<file path="src/hw/self_test_pkg.sv">
// self-test control package: register map, field positions, codes and carrier types
// assumes a 32-bit AXI4-Lite bus and an external calibration engine and ADC datapath
package self_test_pkg;

  localparam int unsigned ADDR_W = 12;
  localparam int unsigned ADC_W = 14;
  localparam int unsigned CHAN_W = 4;
  localparam int unsigned IRQ_W = 4;
  localparam int unsigned ECC_W = 4;

  // register indices; byte address is four times the index
  localparam logic [9:0] IDX_CTRL = 10'h020;
  localparam logic [9:0] IDX_OVR = 10'h022;
  localparam logic [9:0] IDX_IRQ_STAT = 10'h030;
  localparam logic [9:0] IDX_IRQ_CLR = 10'h031;
  localparam logic [9:0] IDX_IRQ_EN = 10'h032;
  localparam logic [9:0] IDX_ECC_RSLT = 10'h033;
  localparam logic [9:0] IDX_FAULT = 10'h061;

  // self_test_control fields
  localparam int unsigned CTRL_ECC_LSB = 5;
  localparam int unsigned CTRL_FULL_BIT = 4;
  localparam int unsigned CTRL_PART_BIT = 3;
  localparam int unsigned CTRL_DIG_BIT = 2;
  localparam int unsigned CTRL_ANA_BIT = 1;
  localparam int unsigned CTRL_PASS_BIT = 0;
  // adc_output_override and fault fields
  localparam int unsigned OVR_EN_BIT = 23;
  localparam int unsigned FAULT_CAL_ERR_BIT = 4;

  // fault-injection selector codes; 5..7 reserved
  localparam logic [2:0] ECC_NONE = 3'h0;
  localparam logic [2:0] ECC_USER_CORR = 3'h1;
  localparam logic [2:0] ECC_USER_UNCORR = 3'h2;
  localparam logic [2:0] ECC_VEND_CORR = 3'h3;
  localparam logic [2:0] ECC_VEND_UNCORR = 3'h4;

  // interrupt status bits
  localparam int unsigned IRQ_FULL_DONE = 0;
  localparam int unsigned IRQ_PART_DONE = 1;
  localparam int unsigned IRQ_CAL_FAIL = 2;
  localparam int unsigned IRQ_PART_IGNORED = 3;

  localparam logic [13:0] ADC_MAX = 14'h1FFF;
  localparam logic [13:0] ADC_MIN = 14'h2000;
  localparam logic [13:0] OVR_VAL_RESET = 14'h0000;
  localparam logic [1:0] RESP_OKAY = 2'h0;
  localparam logic [1:0] RESP_SLVERR = 2'h2;

  typedef enum logic [1:0] {
    CAL_IDLE = 2'b00,
    CAL_PARTIAL = 2'b10,
    CAL_FULL = 2'b01
  } cal_state_t;

  typedef struct packed {
    logic awvalid;
    logic [ADDR_W-1:0] awaddr;
    logic wvalid;
    logic [31:0] wdata;
    logic [3:0] wstrb;
    logic bready;
    logic arvalid;
    logic [ADDR_W-1:0] araddr;
    logic rready;
  } axil_req_t;

  typedef struct packed {
    logic awready;
    logic wready;
    logic bvalid;
    logic [1:0] bresp;
    logic arready;
    logic rvalid;
    logic [31:0] rdata;
    logic [1:0] rresp;
  } axil_rsp_t;

  typedef struct packed {
    logic valid;
    logic [CHAN_W-1:0] chan;
    logic [ADC_W-1:0] data;
  } adc_sample_t;

  typedef struct packed {
    logic aw_have;
    logic [ADDR_W-1:0] aw_addr;
    logic w_have;
    logic [31:0] w_data;
    logic [3:0] w_strb;
    logic bvalid;
    logic [1:0] bresp;
    logic rvalid;
    logic [31:0] rdata;
    logic [1:0] rresp;
    cal_state_t cal_state;
    logic cal_start;
    logic cal_abort;
    logic cal_err;
    logic [2:0] ecc_sel;
    logic [ECC_W-1:0] ecc_result;
    logic [2:0] trips;
    logic ovr_en;
    logic [ADC_W-1:0] ovr_val;
    logic [IRQ_W-1:0] irq_status;
    logic [IRQ_W-1:0] irq_enable;
    adc_sample_t result;
  } state_t;

endpackage : self_test_pkg

</file>
<file path="src/hw/self_test_control.sv">
// self-test control block: test control and ADC override registers on AXI4-Lite,
// calibration-check sequencing, fault injection, forced trips and override datapath
// assumes an external calibration engine (start/abort/done/fail) and that a trip
// output leads to a device reset which drives nrst_in low
`timescale 1ns/10ps
module self_test_control
  import self_test_pkg::*;
(
  // clock and reset
  input wire logic sys_clk_in,
  input wire logic nrst_in,
  // register bus
  input wire axil_req_t axil_in,
  output axil_rsp_t axil_out,
  // calibration engine
  output logic cal_start_out,
  output logic cal_full_out,
  output logic cal_abort_out,
  output logic cal_busy_out,
  input wire logic cal_done_in,
  input wire logic cal_fail_in,
  // fault injection and forced trips
  output logic [ECC_W-1:0] error_check_result_out,
  output logic digital_die_overtemp_force_out,
  output logic analog_die_overtemp_force_out,
  output logic pass_transistor_check_force_out,
  // adc datapath
  input wire adc_sample_t adc_sample_in,
  input wire logic [ADC_W-1:0] trim_offset_in,
  output adc_sample_t adc_result_out,
  // interrupt
  output logic irq_out
);

  state_t s_q;
  state_t s_d;

  logic aw_take;
  logic w_take;
  logic wr_fire;
  logic ar_take;
  logic [9:0] widx;
  logic [9:0] ridx;
  logic [31:0] merged;
  logic [IRQ_W-1:0] ev;
  logic [IRQ_W-1:0] clr;
  logic [ADC_W-1:0] conv_val;
  logic full_req;
  logic part_req;

  function automatic logic [9:0] reg_index(input logic [ADDR_W-1:0] addr);
    reg_index = addr[ADDR_W-1:2];
  endfunction : reg_index

  function automatic logic [31:0] merge_bytes(input logic [31:0] old_v,
                                              input logic [31:0] new_v,
                                              input logic [3:0] strb);
    logic [31:0] r;
    r = old_v;
    for (int i = 0; i < 4; i++) begin
      if (strb[i]) begin
        r[i*8 +: 8] = new_v[i*8 +: 8];
      end
    end
    merge_bytes = r;
  endfunction : merge_bytes

  // saturate instead of wrapping so a trimmed full-scale code stays full scale
  function automatic logic [ADC_W-1:0] trim_sat(input logic [ADC_W-1:0] a,
                                               input logic [ADC_W-1:0] b);
    logic [ADC_W:0] sum;
    sum = {a[ADC_W-1], a} + {b[ADC_W-1], b};
    if (sum[ADC_W] != sum[ADC_W-1]) begin
      trim_sat = sum[ADC_W] ? ADC_MIN : ADC_MAX;
    end else begin
      trim_sat = sum[ADC_W-1:0];
    end
  endfunction : trim_sat

  function automatic logic [31:0] ctrl_word(input state_t s);
    logic [31:0] r;
    r = 32'h0000_0000;
    r[CTRL_ECC_LSB +: 3] = s.ecc_sel;
    r[CTRL_FULL_BIT] = (s.cal_state == CAL_FULL);
    r[CTRL_PART_BIT] = (s.cal_state == CAL_PARTIAL);
    r[CTRL_DIG_BIT] = s.trips[2];
    r[CTRL_ANA_BIT] = s.trips[1];
    r[CTRL_PASS_BIT] = s.trips[0];
    ctrl_word = r;
  endfunction : ctrl_word

  assign aw_take = axil_in.awvalid && !s_q.aw_have && !s_q.bvalid;
  assign w_take = axil_in.wvalid && !s_q.w_have && !s_q.bvalid;
  assign wr_fire = s_q.aw_have && s_q.w_have && !s_q.bvalid;
  assign ar_take = axil_in.arvalid && !s_q.rvalid;
  assign widx = reg_index(s_q.aw_addr);
  assign ridx = reg_index(axil_in.araddr);
  assign full_req = wr_fire && (widx == IDX_CTRL) && s_q.w_strb[0] &&
                    s_q.w_data[CTRL_FULL_BIT];
  assign part_req = wr_fire && (widx == IDX_CTRL) && s_q.w_strb[0] &&
                    s_q.w_data[CTRL_PART_BIT];
  // conversion still runs; only its result is replaced
  assign conv_val = s_q.ovr_en ? s_q.ovr_val : adc_sample_in.data;

  always_comb begin
    s_d = s_q;
    s_d.cal_start = 1'b0;
    s_d.cal_abort = 1'b0;
    merged = 32'h0000_0000;
    ev = '0;
    clr = '0;

    if (aw_take) begin
      s_d.aw_have = 1'b1;
      s_d.aw_addr = axil_in.awaddr;
    end
    if (w_take) begin
      s_d.w_have = 1'b1;
      s_d.w_data = axil_in.wdata;
      s_d.w_strb = axil_in.wstrb;
    end

    // engine completion is handled first so a same-cycle start still wins, except a partial request while a full check completes
    if (cal_done_in) begin
      case (s_q.cal_state)
        CAL_FULL: begin
          s_d.cal_state = CAL_IDLE;
          s_d.cal_err = cal_fail_in;
          ev[IRQ_FULL_DONE] = 1'b1;
          ev[IRQ_CAL_FAIL] = cal_fail_in;
        end
        CAL_PARTIAL: begin
          s_d.cal_state = CAL_IDLE;
          ev[IRQ_PART_DONE] = 1'b1;
          ev[IRQ_CAL_FAIL] = cal_fail_in;
        end
        default: begin
        end
      endcase
    end

    if (wr_fire) begin
      s_d.aw_have = 1'b0;
      s_d.w_have = 1'b0;
      s_d.bvalid = 1'b1;
      s_d.bresp = RESP_OKAY;
      case (widx)
        IDX_CTRL: begin
          merged = merge_bytes(ctrl_word(s_q), s_q.w_data, s_q.w_strb);
          s_d.trips[2] = merged[CTRL_DIG_BIT];
          s_d.trips[1] = merged[CTRL_ANA_BIT];
          s_d.trips[0] = merged[CTRL_PASS_BIT];
          if (s_q.w_strb[0]) begin
            s_d.ecc_sel = merged[CTRL_ECC_LSB +: 3];
            case (merged[CTRL_ECC_LSB +: 3])
              ECC_USER_CORR: s_d.ecc_result[0] = 1'b1;
              ECC_USER_UNCORR: s_d.ecc_result[1] = 1'b1;
              ECC_VEND_CORR: s_d.ecc_result[2] = 1'b1;
              ECC_VEND_UNCORR: s_d.ecc_result[3] = 1'b1;
              default: begin
                // code 0 and reserved codes set no result bit
                s_d.ecc_result = s_q.ecc_result;
              end
            endcase
          end
          if (full_req) begin
            s_d.cal_state = CAL_FULL;
            s_d.cal_start = 1'b1;
            s_d.cal_abort = (s_q.cal_state == CAL_PARTIAL);
            s_d.cal_err = 1'b0;
          end else if (part_req) begin
            if (s_q.cal_state == CAL_FULL) begin
              ev[IRQ_PART_IGNORED] = 1'b1;
            end else if (s_q.cal_state == CAL_IDLE || cal_done_in) begin
              s_d.cal_state = CAL_PARTIAL;
              s_d.cal_start = 1'b1;
            end
          end
        end
        IDX_OVR: begin
          merged = merge_bytes({8'h00, s_q.ovr_en, 9'h000, s_q.ovr_val}, s_q.w_data,
                               s_q.w_strb);
          s_d.ovr_en = merged[OVR_EN_BIT];
          s_d.ovr_val = merged[ADC_W-1:0];
        end
        IDX_IRQ_CLR: begin
          merged = merge_bytes(32'h0000_0000, s_q.w_data, s_q.w_strb);
          clr = merged[IRQ_W-1:0];
        end
        IDX_IRQ_EN: begin
          merged = merge_bytes({28'h0000000, s_q.irq_enable}, s_q.w_data, s_q.w_strb);
          s_d.irq_enable = merged[IRQ_W-1:0];
        end
        IDX_IRQ_STAT, IDX_ECC_RSLT, IDX_FAULT: begin
          // read-only: write accepted and dropped
        end
        default: begin
          s_d.bresp = RESP_SLVERR;
        end
      endcase
    end else if (s_q.bvalid && axil_in.bready) begin
      s_d.bvalid = 1'b0;
    end

    if (ar_take) begin
      s_d.rvalid = 1'b1;
      s_d.rresp = RESP_OKAY;
      s_d.rdata = 32'h0000_0000;
      case (ridx)
        IDX_CTRL: s_d.rdata = ctrl_word(s_q);
        IDX_OVR: s_d.rdata = {8'h00, s_q.ovr_en, 9'h000, s_q.ovr_val};
        IDX_IRQ_STAT: s_d.rdata[IRQ_W-1:0] = s_q.irq_status;
        IDX_IRQ_CLR: s_d.rdata = 32'h0000_0000;
        IDX_IRQ_EN: s_d.rdata[IRQ_W-1:0] = s_q.irq_enable;
        IDX_ECC_RSLT: s_d.rdata[ECC_W-1:0] = s_q.ecc_result;
        IDX_FAULT: s_d.rdata[FAULT_CAL_ERR_BIT] = s_q.cal_err;
        default: s_d.rresp = RESP_SLVERR;
      endcase
    end else if (s_q.rvalid && axil_in.rready) begin
      s_d.rvalid = 1'b0;
    end

    // set beats clear so an event in the clearing cycle survives
    s_d.irq_status = (s_q.irq_status & ~clr) | ev;

    s_d.result.valid = adc_sample_in.valid;
    if (adc_sample_in.valid) begin
      s_d.result.chan = adc_sample_in.chan;
      s_d.result.data = trim_sat(conv_val, trim_offset_in);
    end
  end

  always_ff @(posedge sys_clk_in or negedge nrst_in) begin
    if (!nrst_in) begin
      s_q <= '0;
    end else begin
      s_q <= s_d;
    end
  end

  assign axil_out.awready = !s_q.aw_have && !s_q.bvalid;
  assign axil_out.wready = !s_q.w_have && !s_q.bvalid;
  assign axil_out.bvalid = s_q.bvalid;
  assign axil_out.bresp = s_q.bresp;
  assign axil_out.arready = !s_q.rvalid;
  assign axil_out.rvalid = s_q.rvalid;
  assign axil_out.rdata = s_q.rdata;
  assign axil_out.rresp = s_q.rresp;

  assign cal_start_out = s_q.cal_start;
  assign cal_abort_out = s_q.cal_abort;
  // partial check runs in compare-only mode, factory results stay intact
  assign cal_full_out = (s_q.cal_state == CAL_FULL);
  assign cal_busy_out = (s_q.cal_state != CAL_IDLE);
  assign error_check_result_out = s_q.ecc_result;
  // trips stay asserted until a control write clears their bit or the resulting reset clears them
  assign digital_die_overtemp_force_out = s_q.trips[2];
  assign analog_die_overtemp_force_out = s_q.trips[1];
  assign pass_transistor_check_force_out = s_q.trips[0];
  assign adc_result_out = s_q.result;
  assign irq_out = |(s_q.irq_status & s_q.irq_enable);

  property p_ctrl_rsvd_zero;
    @(posedge sys_clk_in) disable iff (!nrst_in)
    ar_take && (ridx == IDX_CTRL) |=> axil_out.rvalid && (axil_out.rdata[15:8] == 8'h00);
  endproperty
  a_ctrl_rsvd_zero: assert property (p_ctrl_rsvd_zero)
    else $error("control reserved bits not zero");

  property p_ecc_load;
    @(posedge sys_clk_in) disable iff (!nrst_in)
    wr_fire && (widx == IDX_CTRL) && s_q.w_strb[0] &&
    (s_q.w_data[CTRL_ECC_LSB +: 3] == ECC_USER_UNCORR) |=> error_check_result_out[1];
  endproperty
  a_ecc_load: assert property (p_ecc_load)
    else $error("selector code 2 did not load result");

  property p_ecc_hold;
    @(posedge sys_clk_in) disable iff (!nrst_in)
    wr_fire && (widx == IDX_CTRL) && s_q.w_strb[0] &&
    ((s_q.w_data[CTRL_ECC_LSB +: 3] == ECC_NONE) ||
     (s_q.w_data[CTRL_ECC_LSB +: 3] > ECC_VEND_UNCORR)) |=>
    $stable(error_check_result_out);
  endproperty
  a_ecc_hold: assert property (p_ecc_hold)
    else $error("null or reserved selector changed result");

  property p_full_start;
    @(posedge sys_clk_in) disable iff (!nrst_in)
    full_req |=> (cal_start_out && cal_full_out) ##1 (cal_full_out || $past(cal_done_in));
  endproperty
  a_full_start: assert property (p_full_start)
    else $error("full check not running after start");

  property p_full_fail;
    @(posedge sys_clk_in) disable iff (!nrst_in)
    cal_full_out && cal_done_in && cal_fail_in && !full_req |=> !cal_full_out && s_q.cal_err;
  endproperty
  a_full_fail: assert property (p_full_fail)
    else $error("failed full check not flagged");

  property p_abort_partial;
    @(posedge sys_clk_in) disable iff (!nrst_in)
    full_req && (s_q.cal_state == CAL_PARTIAL) |=>
    cal_abort_out && cal_full_out && (s_q.cal_state != CAL_PARTIAL);
  endproperty
  a_abort_partial: assert property (p_abort_partial)
    else $error("partial check not aborted by full start");

  property p_partial_done;
    @(posedge sys_clk_in) disable iff (!nrst_in)
    (s_q.cal_state == CAL_PARTIAL) && cal_done_in && !wr_fire |=> !cal_busy_out;
  endproperty
  a_partial_done: assert property (p_partial_done)
    else $error("partial bit did not clear on completion");

  property p_partial_ignored;
    @(posedge sys_clk_in) disable iff (!nrst_in)
    part_req && !full_req && cal_full_out && !cal_done_in |=>
    cal_full_out && !cal_start_out && s_q.irq_status[IRQ_PART_IGNORED];
  endproperty
  a_partial_ignored: assert property (p_partial_ignored)
    else $error("partial request disturbed full check");

  property p_trip_force;
    @(posedge sys_clk_in) disable iff (!nrst_in)
    wr_fire && (widx == IDX_CTRL) && s_q.w_strb[0] && s_q.w_data[CTRL_DIG_BIT] |=>
    digital_die_overtemp_force_out;
  endproperty
  a_trip_force: assert property (p_trip_force)
    else $error("digital die trip not forced");

  property p_override;
    @(posedge sys_clk_in) disable iff (!nrst_in)
    adc_sample_in.valid && s_q.ovr_en && (trim_offset_in == 14'h0000) |=>
    adc_result_out.valid && (adc_result_out.data == $past(s_q.ovr_val));
  endproperty
  a_override: assert property (p_override)
    else $error("override value not substituted");

  property p_trim;
    @(posedge sys_clk_in) disable iff (!nrst_in)
    adc_sample_in.valid |=>
    adc_result_out.data == trim_sat($past(conv_val), $past(trim_offset_in));
  endproperty
  a_trim: assert property (p_trim)
    else $error("trim not applied to result");

  property p_ovr_rsvd;
    @(posedge sys_clk_in) disable iff (!nrst_in)
    ar_take && (ridx == IDX_OVR) |=> axil_out.rdata[22:14] == 9'h000;
  endproperty
  a_ovr_rsvd: assert property (p_ovr_rsvd)
    else $error("override reserved bits not zero");

endmodule : self_test_control

</file>
<file path="config.mk">
export PLATFORM = sky130hd
export DESIGN_NAME = self_test_control
export DESIGN_NICKNAME = d
export VERILOG_FILES = /design/src/hw/self_test_pkg.sv /design/src/hw/self_test_control.sv
export SDC_FILE = /design/constraint.sdc
export NUM_CORES = 1
export LEC_CHECK = 0
export ABC_AREA = 0
export BUFFER_PORTS_ARGS = -buffer_cell sky130_fd_sc_hd__buf_2
export CAP_MARGIN = 10
export CORE_UTILIZATION = 49
export CTS_BUF_LIST = sky130_fd_sc_hd__clkbuf_8
export CTS_CLUSTER_SIZE = 25
export DETAILED_ROUTE_END_ITERATION = 8
export PLACE_DENSITY = 0.75
export SLEW_MARGIN = 20
export SYNTH_ARGS = -nofsm -noshare
export SYNTH_HDL_FRONTEND = slang
export SYNTH_SLANG_ARGS = --single-unit
</file>
<file path="constraint.sdc">
create_clock -name sys_clk_in -period 3.1 [get_ports sys_clk_in]
set_input_delay 0.31 -clock sys_clk_in [delete_from_list [all_inputs] [get_ports sys_clk_in]]
set_output_delay 0.31 -clock sys_clk_in [all_outputs]
set_load 0.005 [all_outputs]
</file>
# Yosys cells after proc, flatten, opt, wreduce, memory -nomap -nowiden

Index checks and enable logic that the tools add are counted.

Flip-flop bits (word level): 145
RAM bits: 0
Logic and storage cells: 145
Bits in latches: 0
Memories: 0
Bits in read-only memories: 0

Reduce and logical (&&, ||, !) cells: 40
Bitwise operators: 4
Equality and inequality tests: 22
Multiplexer cells: 50
Shifts and indexed selects: 0
Div/mod/pow operators: 0
Add/sub/neg operators: 1
Magnitude comparators: 0
Multiply operators: 0

Operators by type and width:

| kind                  | number |
|---|---|
| $eq A10 B6 Y1 const B | 12 |
| $mux W14              | 3 |
| $mux W8               | 5 |
| $pmux W19 S2          | 1 |
| $mux W37              | 1 |
| $mux W15              | 2 |
| $mux W30              | 1 |
| $eq A10 B7 Y1 const B | 2 |
| $pmux W4 S5           | 1 |
| $mux W1               | 19 |
| $reduce_and A3 Y1     | 6 |
| $reduce_and A4 Y1     | 4 |
| $add A14 B14 Y15      | 1 |
| $logic_and A1 B1 Y1   | 15 |
| $mux W3               | 5 |
| $reduce_or A7 Y1      | 2 |
| $mux W13              | 1 |
| $mux W4               | 3 |
| $mux W2               | 5 |
| $reduce_bool A2 Y1    | 5 |
| $and A4 B4 Y4         | 2 |
| $mux W7               | 1 |
| $eq A3 B2 Y1 const B  | 2 |
| $mux W6               | 1 |
| other kinds (14)      | 17 |

# Logic depth before layout (Yosys ltp)

Gate-level depths: netlist of the first run.

Word-level depth: 10
Depth in mapped cells: 13
Depth with buffers taken out: 10

# Worst setup path after synthesis of the first run

Ideal clock, no wire load.

Path kind: register -> register
Start point: register s_q[41] (netlist bit)
End point: register s_q, in the netlist adc_result_out[10]
Clock period less this slack: 3.171 ns
Buffers on the path: 3
Setup slack: -0.071 ns
Stages on the path, launching flop included: 12
Data arrival time: 3.078 ns
Library setup time: 0.094 ns
Data required time: 3.006 ns
Path through: dfrtp_1 -> clkbuf_1 -> clkbuf_1 -> mux2_2 -> ha_1 -> a21oi_2 -> o211ai_1 -> a221o_1 -> a211o_4 -> nor2b_4 -> buf_6 -> a221oi_2

Cells in the longest elaborated chain, start to end: 4

Ends and longest elaborated chain:

| item                                     | line                                             | text |
|---|---|---|
| from (decl)                              | self_test_control.sv:35                          | `state_t s_q;` |
| from (signal assigned)                   | self_test_control.sv:235                         | `s_q <= '0;` |
| from (signal assigned)                   | self_test_control.sv:237                         | `s_q <= s_d;` |
| $mux W14 (*)                             | self_test_control.sv:103                         | `assign conv_val = s_q.ovr_en ? s_q.ovr_val : adc_sample_in.data;` |
| $add A14 B14 Y15 (*)                     | self_test_control.sv:72                          | `sum = {a[ADC_W-1], a} + {b[ADC_W-1], b};` |
| $mux W14 or $ne A1 B1 Y1 (tied branches) | self_test_control.sv:74, self_test_control.sv:73 |  |
| $mux W14 (*)                             | self_test_control.sv:73                          | `if (sum[ADC_W] != sum[ADC_W-1]) begin` |

Mark *: on every way between the ends. The rest lies on a longest branch, timed or not.
A chain may end at the register's enable or synchronous reset.

# Worst setup path in the final report of the first run

Start point: register s_q[41] (netlist bit)
End point: register s_q, in the netlist adc_result_out[9]

The elaborated chain is that of the path after synthesis.

==> flow_summary.toml, run 1 <==
[run_status]
status = "complete, no violations"

[synth]
synthAdderAreaFrac_pct = 4.232
synth_seq_cells = 106
synth-compound-area-share_pct = 14.71
synth_enable_flop_cells = 0
synth_top_family_by_area = "compound AO/OA/AOI/OAI gates"
synth.largest_area_cell = "dfrtp_1"
yosysWarningCount = 0
synth_area_mm2 = 0.006091
synthMostInstantiatedCell = "dfrtp_1"
yosys-mux-area-fraction_pct = 14.05
async_flop_share_pct = 100.0
synth_common_cells = "dfrtp_1, nand2_1, mux2_2"
ys.flop_type = "dfrtp_1"
synth.avg_cell_area_um2 = 10.61
synth_top_area_share_pct = 43.55
synth_xor_area_share_pct = 1.582
synthCells = 574
synth.distinct_cells = 68
synth_area_leaders = "dfrtp_1, mux2_2, buf_4"
seq_area_frac_synth_pct = 43.55
yosys.area_share.simple_pct = 11.63

[timing]
skew_ns = 0.009957
fmax_ghz = 0.3293
drv_slew = 0
setup_violations = 0
post-route-period-util_pct = 97.95
tightestPinTransition_ns = 0.9613
period_needed_ns = 3.036
finalHoldViolations = 0
slew_headroom_pct = 35.91
rsz0062_at_grt = "true"

[cells_and_area]
nets = 798
area_growth_pct = 13.33
fill_cells = 1085
seqCellArea_mm2 = 0.002654
final-instance-count-excl-fill = 851
drive_gt1_share_pct = 40.53
multi_input_area_mm2 = 0.002912

[placement]
dp.cells = 826
portBuffers = 132
dp_hpwl_um = 10510
place.gp.congestion = 0.8631

[power_and_ir_drop]
power.total_mw = 3.867
vdd_drop_max_mv = 0.4506
power_density_mw_per_mm2 = 560.1
p_leak_nw = 3.327

[setup_path]
startpoint_type = "flip-flop"
crit_buf_inv = 2
cp_max_fo = 8
endpoint_kind = "flip-flop"
path_cells = "buf_2 -> mux2_2 -> ha_1 -> o211ai_1 -> o21bai_2 -> nand4_1 -> a211o_4 -> nor2b_4 -> buf_12 -> a221oi_2"
cp.arrival_ns = 3.33
cp_slowest_cell = "dfrtp_2"
worstSetupPathType = "reg2reg"
worstPathRequired_ns = 3.39
cp_top_family = "compound AO/OA/AOI/OAI gates"
max_stage_delay_ns = 0.43

[grt]
grt_start_max_net_pins = 56
grt_pass1_wl_um = 22120
grt_overflow_total = 0
antenna_found_initial = 2
grt_pass1_vias = 4477
grt_use_total_pct = 22.21

[clock_network]
clk_pin_slew_worst_paths_ns = 0.11
h-tree-depth = 3
cts_max_path_buffers = 2
cts_sinks = 106
cts_tree = "done"
clk_latency_ns = 0.38
cts_made_buffers = 9
cts_root_buf = "clkbuf_8"

[detailed_routing]
initialDrtViolationCount = 328
vias = 4601
viasPerCell = 5.407
ant_nets = 0
drc_errors = 0
drt_wl_total_um = 13910
drtPass1Iterations = 5
wl_per_cell_um = 16.34

[floorplan]
design.die.area_mm2 = 0.01288
die_w_um = 113.5
core_region_area_mm2 = 0.01206
std_cell_rows = 40
die_y_um = 113.5
initial_core_util_pct = 50.50
io_pins = 174

[run]
cap_violations = 0

[min_path]
min_path_type = "in2reg"
state kept, by name, summed over array words and instances (netlist names):
register / count
pass_transistor_check_force_out: 1
s_q: 59
adc_result_out: 19
cal_start_out: 1
axil_out: 19
analog_die_overtemp_force_out: 1
cal_abort_out: 1
digital_die_overtemp_force_out: 1
error_check_result_out: 4
what timing repair did:
action,CTS,global route
pin swaps,0,3
setup buffers,2,2
gates resized for setup,1,8
endpoints found under the setup margin,7,13
endpoints found under the hold margin,37,0
hold buffers,1,0
cloned,0,2
cells in the final DEF (no fill, tap or decap), types with 4 or more instances in the layout:
| master | n |
|---|---|
| mux2i_1 | 9 |
| a21oi_1 | 25 |
| buf_4 | 20 |
| a221oi_2 | 12 |
| a221oi_1 | 5 |
| dfrtp_1 | 105 |
| a22oi_1 | 5 |
| o21ai_0 | 28 |
| ha_1 | 17 |
| nand2_1 | 71 |
| mux2_2 | 68 |
| xor2_1 | 5 |
| a31o_2 | 4 |
| xnor2_1 | 6 |
| and2_1 | 4 |
| buf_2 | 133 |
| nand3_1 | 4 |
| a31oi_1 | 4 |
| nor2_1 | 31 |
| inv_1 | 12 |
| a21o_1 | 7 |
| conb_1 | 19 |
| clkbuf_8 | 9 |
routing by layer:
| layer | routed length, µm | track usage, % | vias up |
|---|---|---|---|
| li1 | - | - | 2180 |
| met1 | 6175 | 29.19 | 2231 |
| met2 | 6494 | 35.24 | 164 |
| met3 | 871 | 4.729 | 26 |
| met4 | 366 | 10.26 | 0 |
| met5 | 0 | 0 | - |
worst reg2reg max path, cell delays in order, from the launching register on:
cell,delay [ns]
dfrtp_2,0.43
buf_2,0.21
mux2_2,0.36
ha_1,0.41
o211ai_1,0.14
o21bai_2,0.26
nand4_1,0.20
a211o_4,0.39
nor2b_4,0.17
buf_12,0.15
a221oi_2,0.24
cell type report:
type,instances,area share [%]
multi-input combinational,390,42.18
sequential,106,38.44
timing repair buffer,157,12.71
tap,168,3.045
clock buffer,9,1.794
clock inverter,7,1.106
inverter,12,0.6525
antenna,2,0.07250
final timing paths:
| kind | to | cells past startpoint | start | slack [ns] |
|---|---|---|---|---|
| max reg2reg | adc_result_out[9] | 10 | s_q[41] | 0.06 |
| max in group asynchronous | s_q[22] | 3 | nrst_in | 1.87 |
| min | axil_out[34] | 2 | axil_in[0] | 0.11 |
| min in group asynchronous | adc_result_out[9] | 2 | nrst_in | 0.51 |
| min reg2reg | axil_out[12] | 2 | axil_out[12] | 0.48 |
| max | adc_result_out[9] | 10 | s_q[41] | 0.06 |
per-stage QoR:
step	cell area, µm²	worst slack [ns]	util (%)	hold WS, ns	TNS (ns)
2_1_floorplan	6160	0.005088	-	0.01441	0
3_3_place_gp	6616	0.08162	54.85	0.3874	0
3_5_place_dp	6616	-0.006434	54.85	0.3989	-0.006849
4_1_cts	6848	0.03124	56.77	0.08899	0
5_1_grt	6898	-0.02339	57.19	0.09731	-0.1235
6_report	6903	0.06364	57.23	0.1100	0
report_power, final:
group          internal, mW  switching, mW  total [mW]
Clock                 0.381          0.496       0.877
Combinational         0.549          0.527        1.08
Sequential             1.66          0.251        1.91
Total                  2.59           1.27        3.87
logic make-up after synthesis:
kind of cell	count (synthesis)
AO/OA/AOI/OAI	120
XOR/XNOR	11
adder cells (fa/ha/maj)	20
buffers and inverters	96
flip-flops	106
multiplexers	77
other	1
AND/OR/NAND/NOR	143
Power figures use the tool's default switching activity.
==> inputs of run 2 (changes only) <==
- CAP_MARGIN: 10 -> 5
- CORE_ASPECT_RATIO: unset -> 0.5
==> run 2 against run 1 <==
  * Clock power fell by 4.3%
  * Design area down 0.47%
  * Final cell count fell by 0.71%
  * Clock skew hardly changed
  * Critical path type unchanged
  * Largest cell class unchanged
==> flow_summary.toml, run 2 (synthesis results as in run 1) <==
[cells_and_area]
antenna_cells = 0
nets = 797
final_common_cell = "buf_2"
largest_reg_flops = 59
drive_gt1_share_pct = 40.15
final_cell_mix = "buf_2, dfrtp_1, nand2_1"
fill_cells = 1076
largest-register = "s_q"
area_growth_pct = 12.80

[setup_path]
cp.arrival_ns = 3.30
endpoint_kind = "flip-flop"
cp_slowest_cell = "dfrtp_2"
worstSetupPathType = "reg2reg"
reg2reg_depth = 10
max_stage_delay_ns = 0.42
startpoint_type = "flip-flop"
worstReg2RegEnd = "adc_result_out[9]"
startpoint = "s_q[41]"
critPathCapture = "adc_result_out[9]"
r2r_setup_slack_ns = 0.08
r2r-start = "s_q[41]"
worstPathRequired_ns = 3.38
path_cells = "mux2_2 -> ha_1 -> fa_2 -> a21o_1 -> a311oi_2 -> nor4_4 -> a211o_4 -> nor2b_4 -> buf_4 -> a221oi_2"
cp_max_fo = 9

[power_and_ir_drop]
power_density_mw_per_mm2 = 557.5
pwr-share-seq_pct = 50.2
intPower_mw = 2.541
power.total_mw = 3.830
p_clk_share_pct = 21.9
p_leak_nw = 3.312
switching_share_pct = 33.66
comb_power_share_pct = 27.9
switchingPower_mw = 1.289
vdd_drop_max_mv = 0.2871

[timing]
setup_tns_ns = 0
period_needed_ns = 3.019
drv_slew = 0
post-route-period-util_pct = 97.40
slew_headroom_pct = 42.71
setup_violations = 0
fmax_ghz = 0.3312
skew_ns = 0.009650
tightestPinTransition_ns = 0.8573
finalHoldViolations = 0

[grt]
grt_pass1_vias = 4267
grt_pass1_wl_um = 21110
antenna_found_initial = 0
grt_start_max_net_pins = 65
grt_use_total_pct = 20.67
grt_overflow_total = 0

[run]
cap_violations = 0

[min_path]
min_path_type = "in2reg"

[clock_network]
clk_latency_ns = 0.37
cts_sinks = 106
cts_tree = "done"
h-tree-depth = 3
cts_made_buffers = 9
cts_root_buf = "clkbuf_8"
clk_pin_slew_worst_paths_ns = 0.11
cts_max_path_buffers = 2

[run_status]
status = "complete, no violations"

[detailed_routing]
viasPerCell = 5.296
drc_errors = 0
wl_per_cell_um = 15.90
drtPass1Iterations = 4
vias = 4475
drt_wl_total_um = 13440
ant_nets = 0
initialDrtViolationCount = 193

[floorplan]
design.die.area_mm2 = 0.01291
core_region_area_mm2 = 0.01195
die_w_um = 159.7
std_cell_rows = 28
die_y_um = 80.84
io_pins = 174
initial_core_util_pct = 50.98

[placement]
dp_hpwl_um = 10010
place.gp.congestion = 0.8460
portBuffers = 132
==> run 2: cell types whose count changed in the layout (fill, tap and decap cells not counted), moves of 2 or more <==
cell and change:
a221oi_1 +2, diode_2 -2, a221oi_2 -2, clkinv_2 -2
==> run 2: area by class of cell <==
class                      instances  area (µm²)  area share, %
inverter                          12       45.04         0.6556
tap                              165       206.4          3.005
multi-input combinational        390        2909          42.34
clock buffer                      10       137.6          2.003
clock inverter                     6       58.81         0.8559
timing repair buffer             156       859.6          12.51
sequential                       106        2654          38.63
==> run 2: critical path: cells and delay by family, from the launching register on <==
| family | cells | cell delay [ns] |
|---|---|---|
| flip-flops | 1 | 0.42 |
| buffers and inverters | 1 | 0.17 |
| AND/OR/NAND/NOR | 2 | 0.26 |
| AO/OA/AOI/OAI | 4 | 1.13 |
| adder cells (fa/ha/maj) | 2 | 0.59 |
| multiplexers | 1 | 0.36 |
==> run 2: worst min path at each step <==
stage                           start            endpoint  depth (start not counted)
final                     axil_in[14]        axil_out[38]                          2
after global routing      axil_in[14]        axil_out[38]                          2
after floorplan               nrst_in   adc_result_out[0]                          0
after global placement        nrst_in  adc_result_out[14]                          1
after CTS                 axil_in[14]        axil_out[38]                          2
after detailed placement      nrst_in  adc_result_out[14]                          1
==> run 2: power by group through the flow <==
stage / clock, mW / combinational (mW) / sequential (mW)
2_1_floorplan: 0 / 0.859 / 1.85
3_3_place_gp: 0 / 1.02 / 1.94
3_5_place_dp: 0 / 1.04 / 1.95
4_1_cts: 0.865 / 1.05 / 1.92
5_1_grt: 0.918 / 1.18 / 1.96
6_report: 0.839 / 1.07 / 1.92
==> run 2: timing repair <==
item,CTS,global route
buffers inserted,0,9
hold buffers,1,0
endpoints found under the hold margin,42,0
setup endpoints to repair,0,13
gates resized for setup,0,6
==> run 2: through the flow <==
stage	cell area, µm²	hold slack (ns)	setup slack (ns)	util, %	std cells
after floorplan	6160	0.01441	0.005088	-	592
after global placement	6563	0.3430	0.07789	54.93	818
after detailed placement	6563	0.3468	0.04224	54.93	818
after CTS	6769	0.08193	0.01358	56.66	835
after global routing	6870	0.07434	-0.05466	57.51	845
final	6870	0.09867	0.08056	57.51	845
==> run 2: layer usage <==
layer	track usage (%)	vias to the layer above	wire, µm
met5	0	-	0
met4	4.327	0	130
met3	4.750	14	582
met2	34.80	102	6526
met1	27.59	2197	6198
li1	-	2162	-
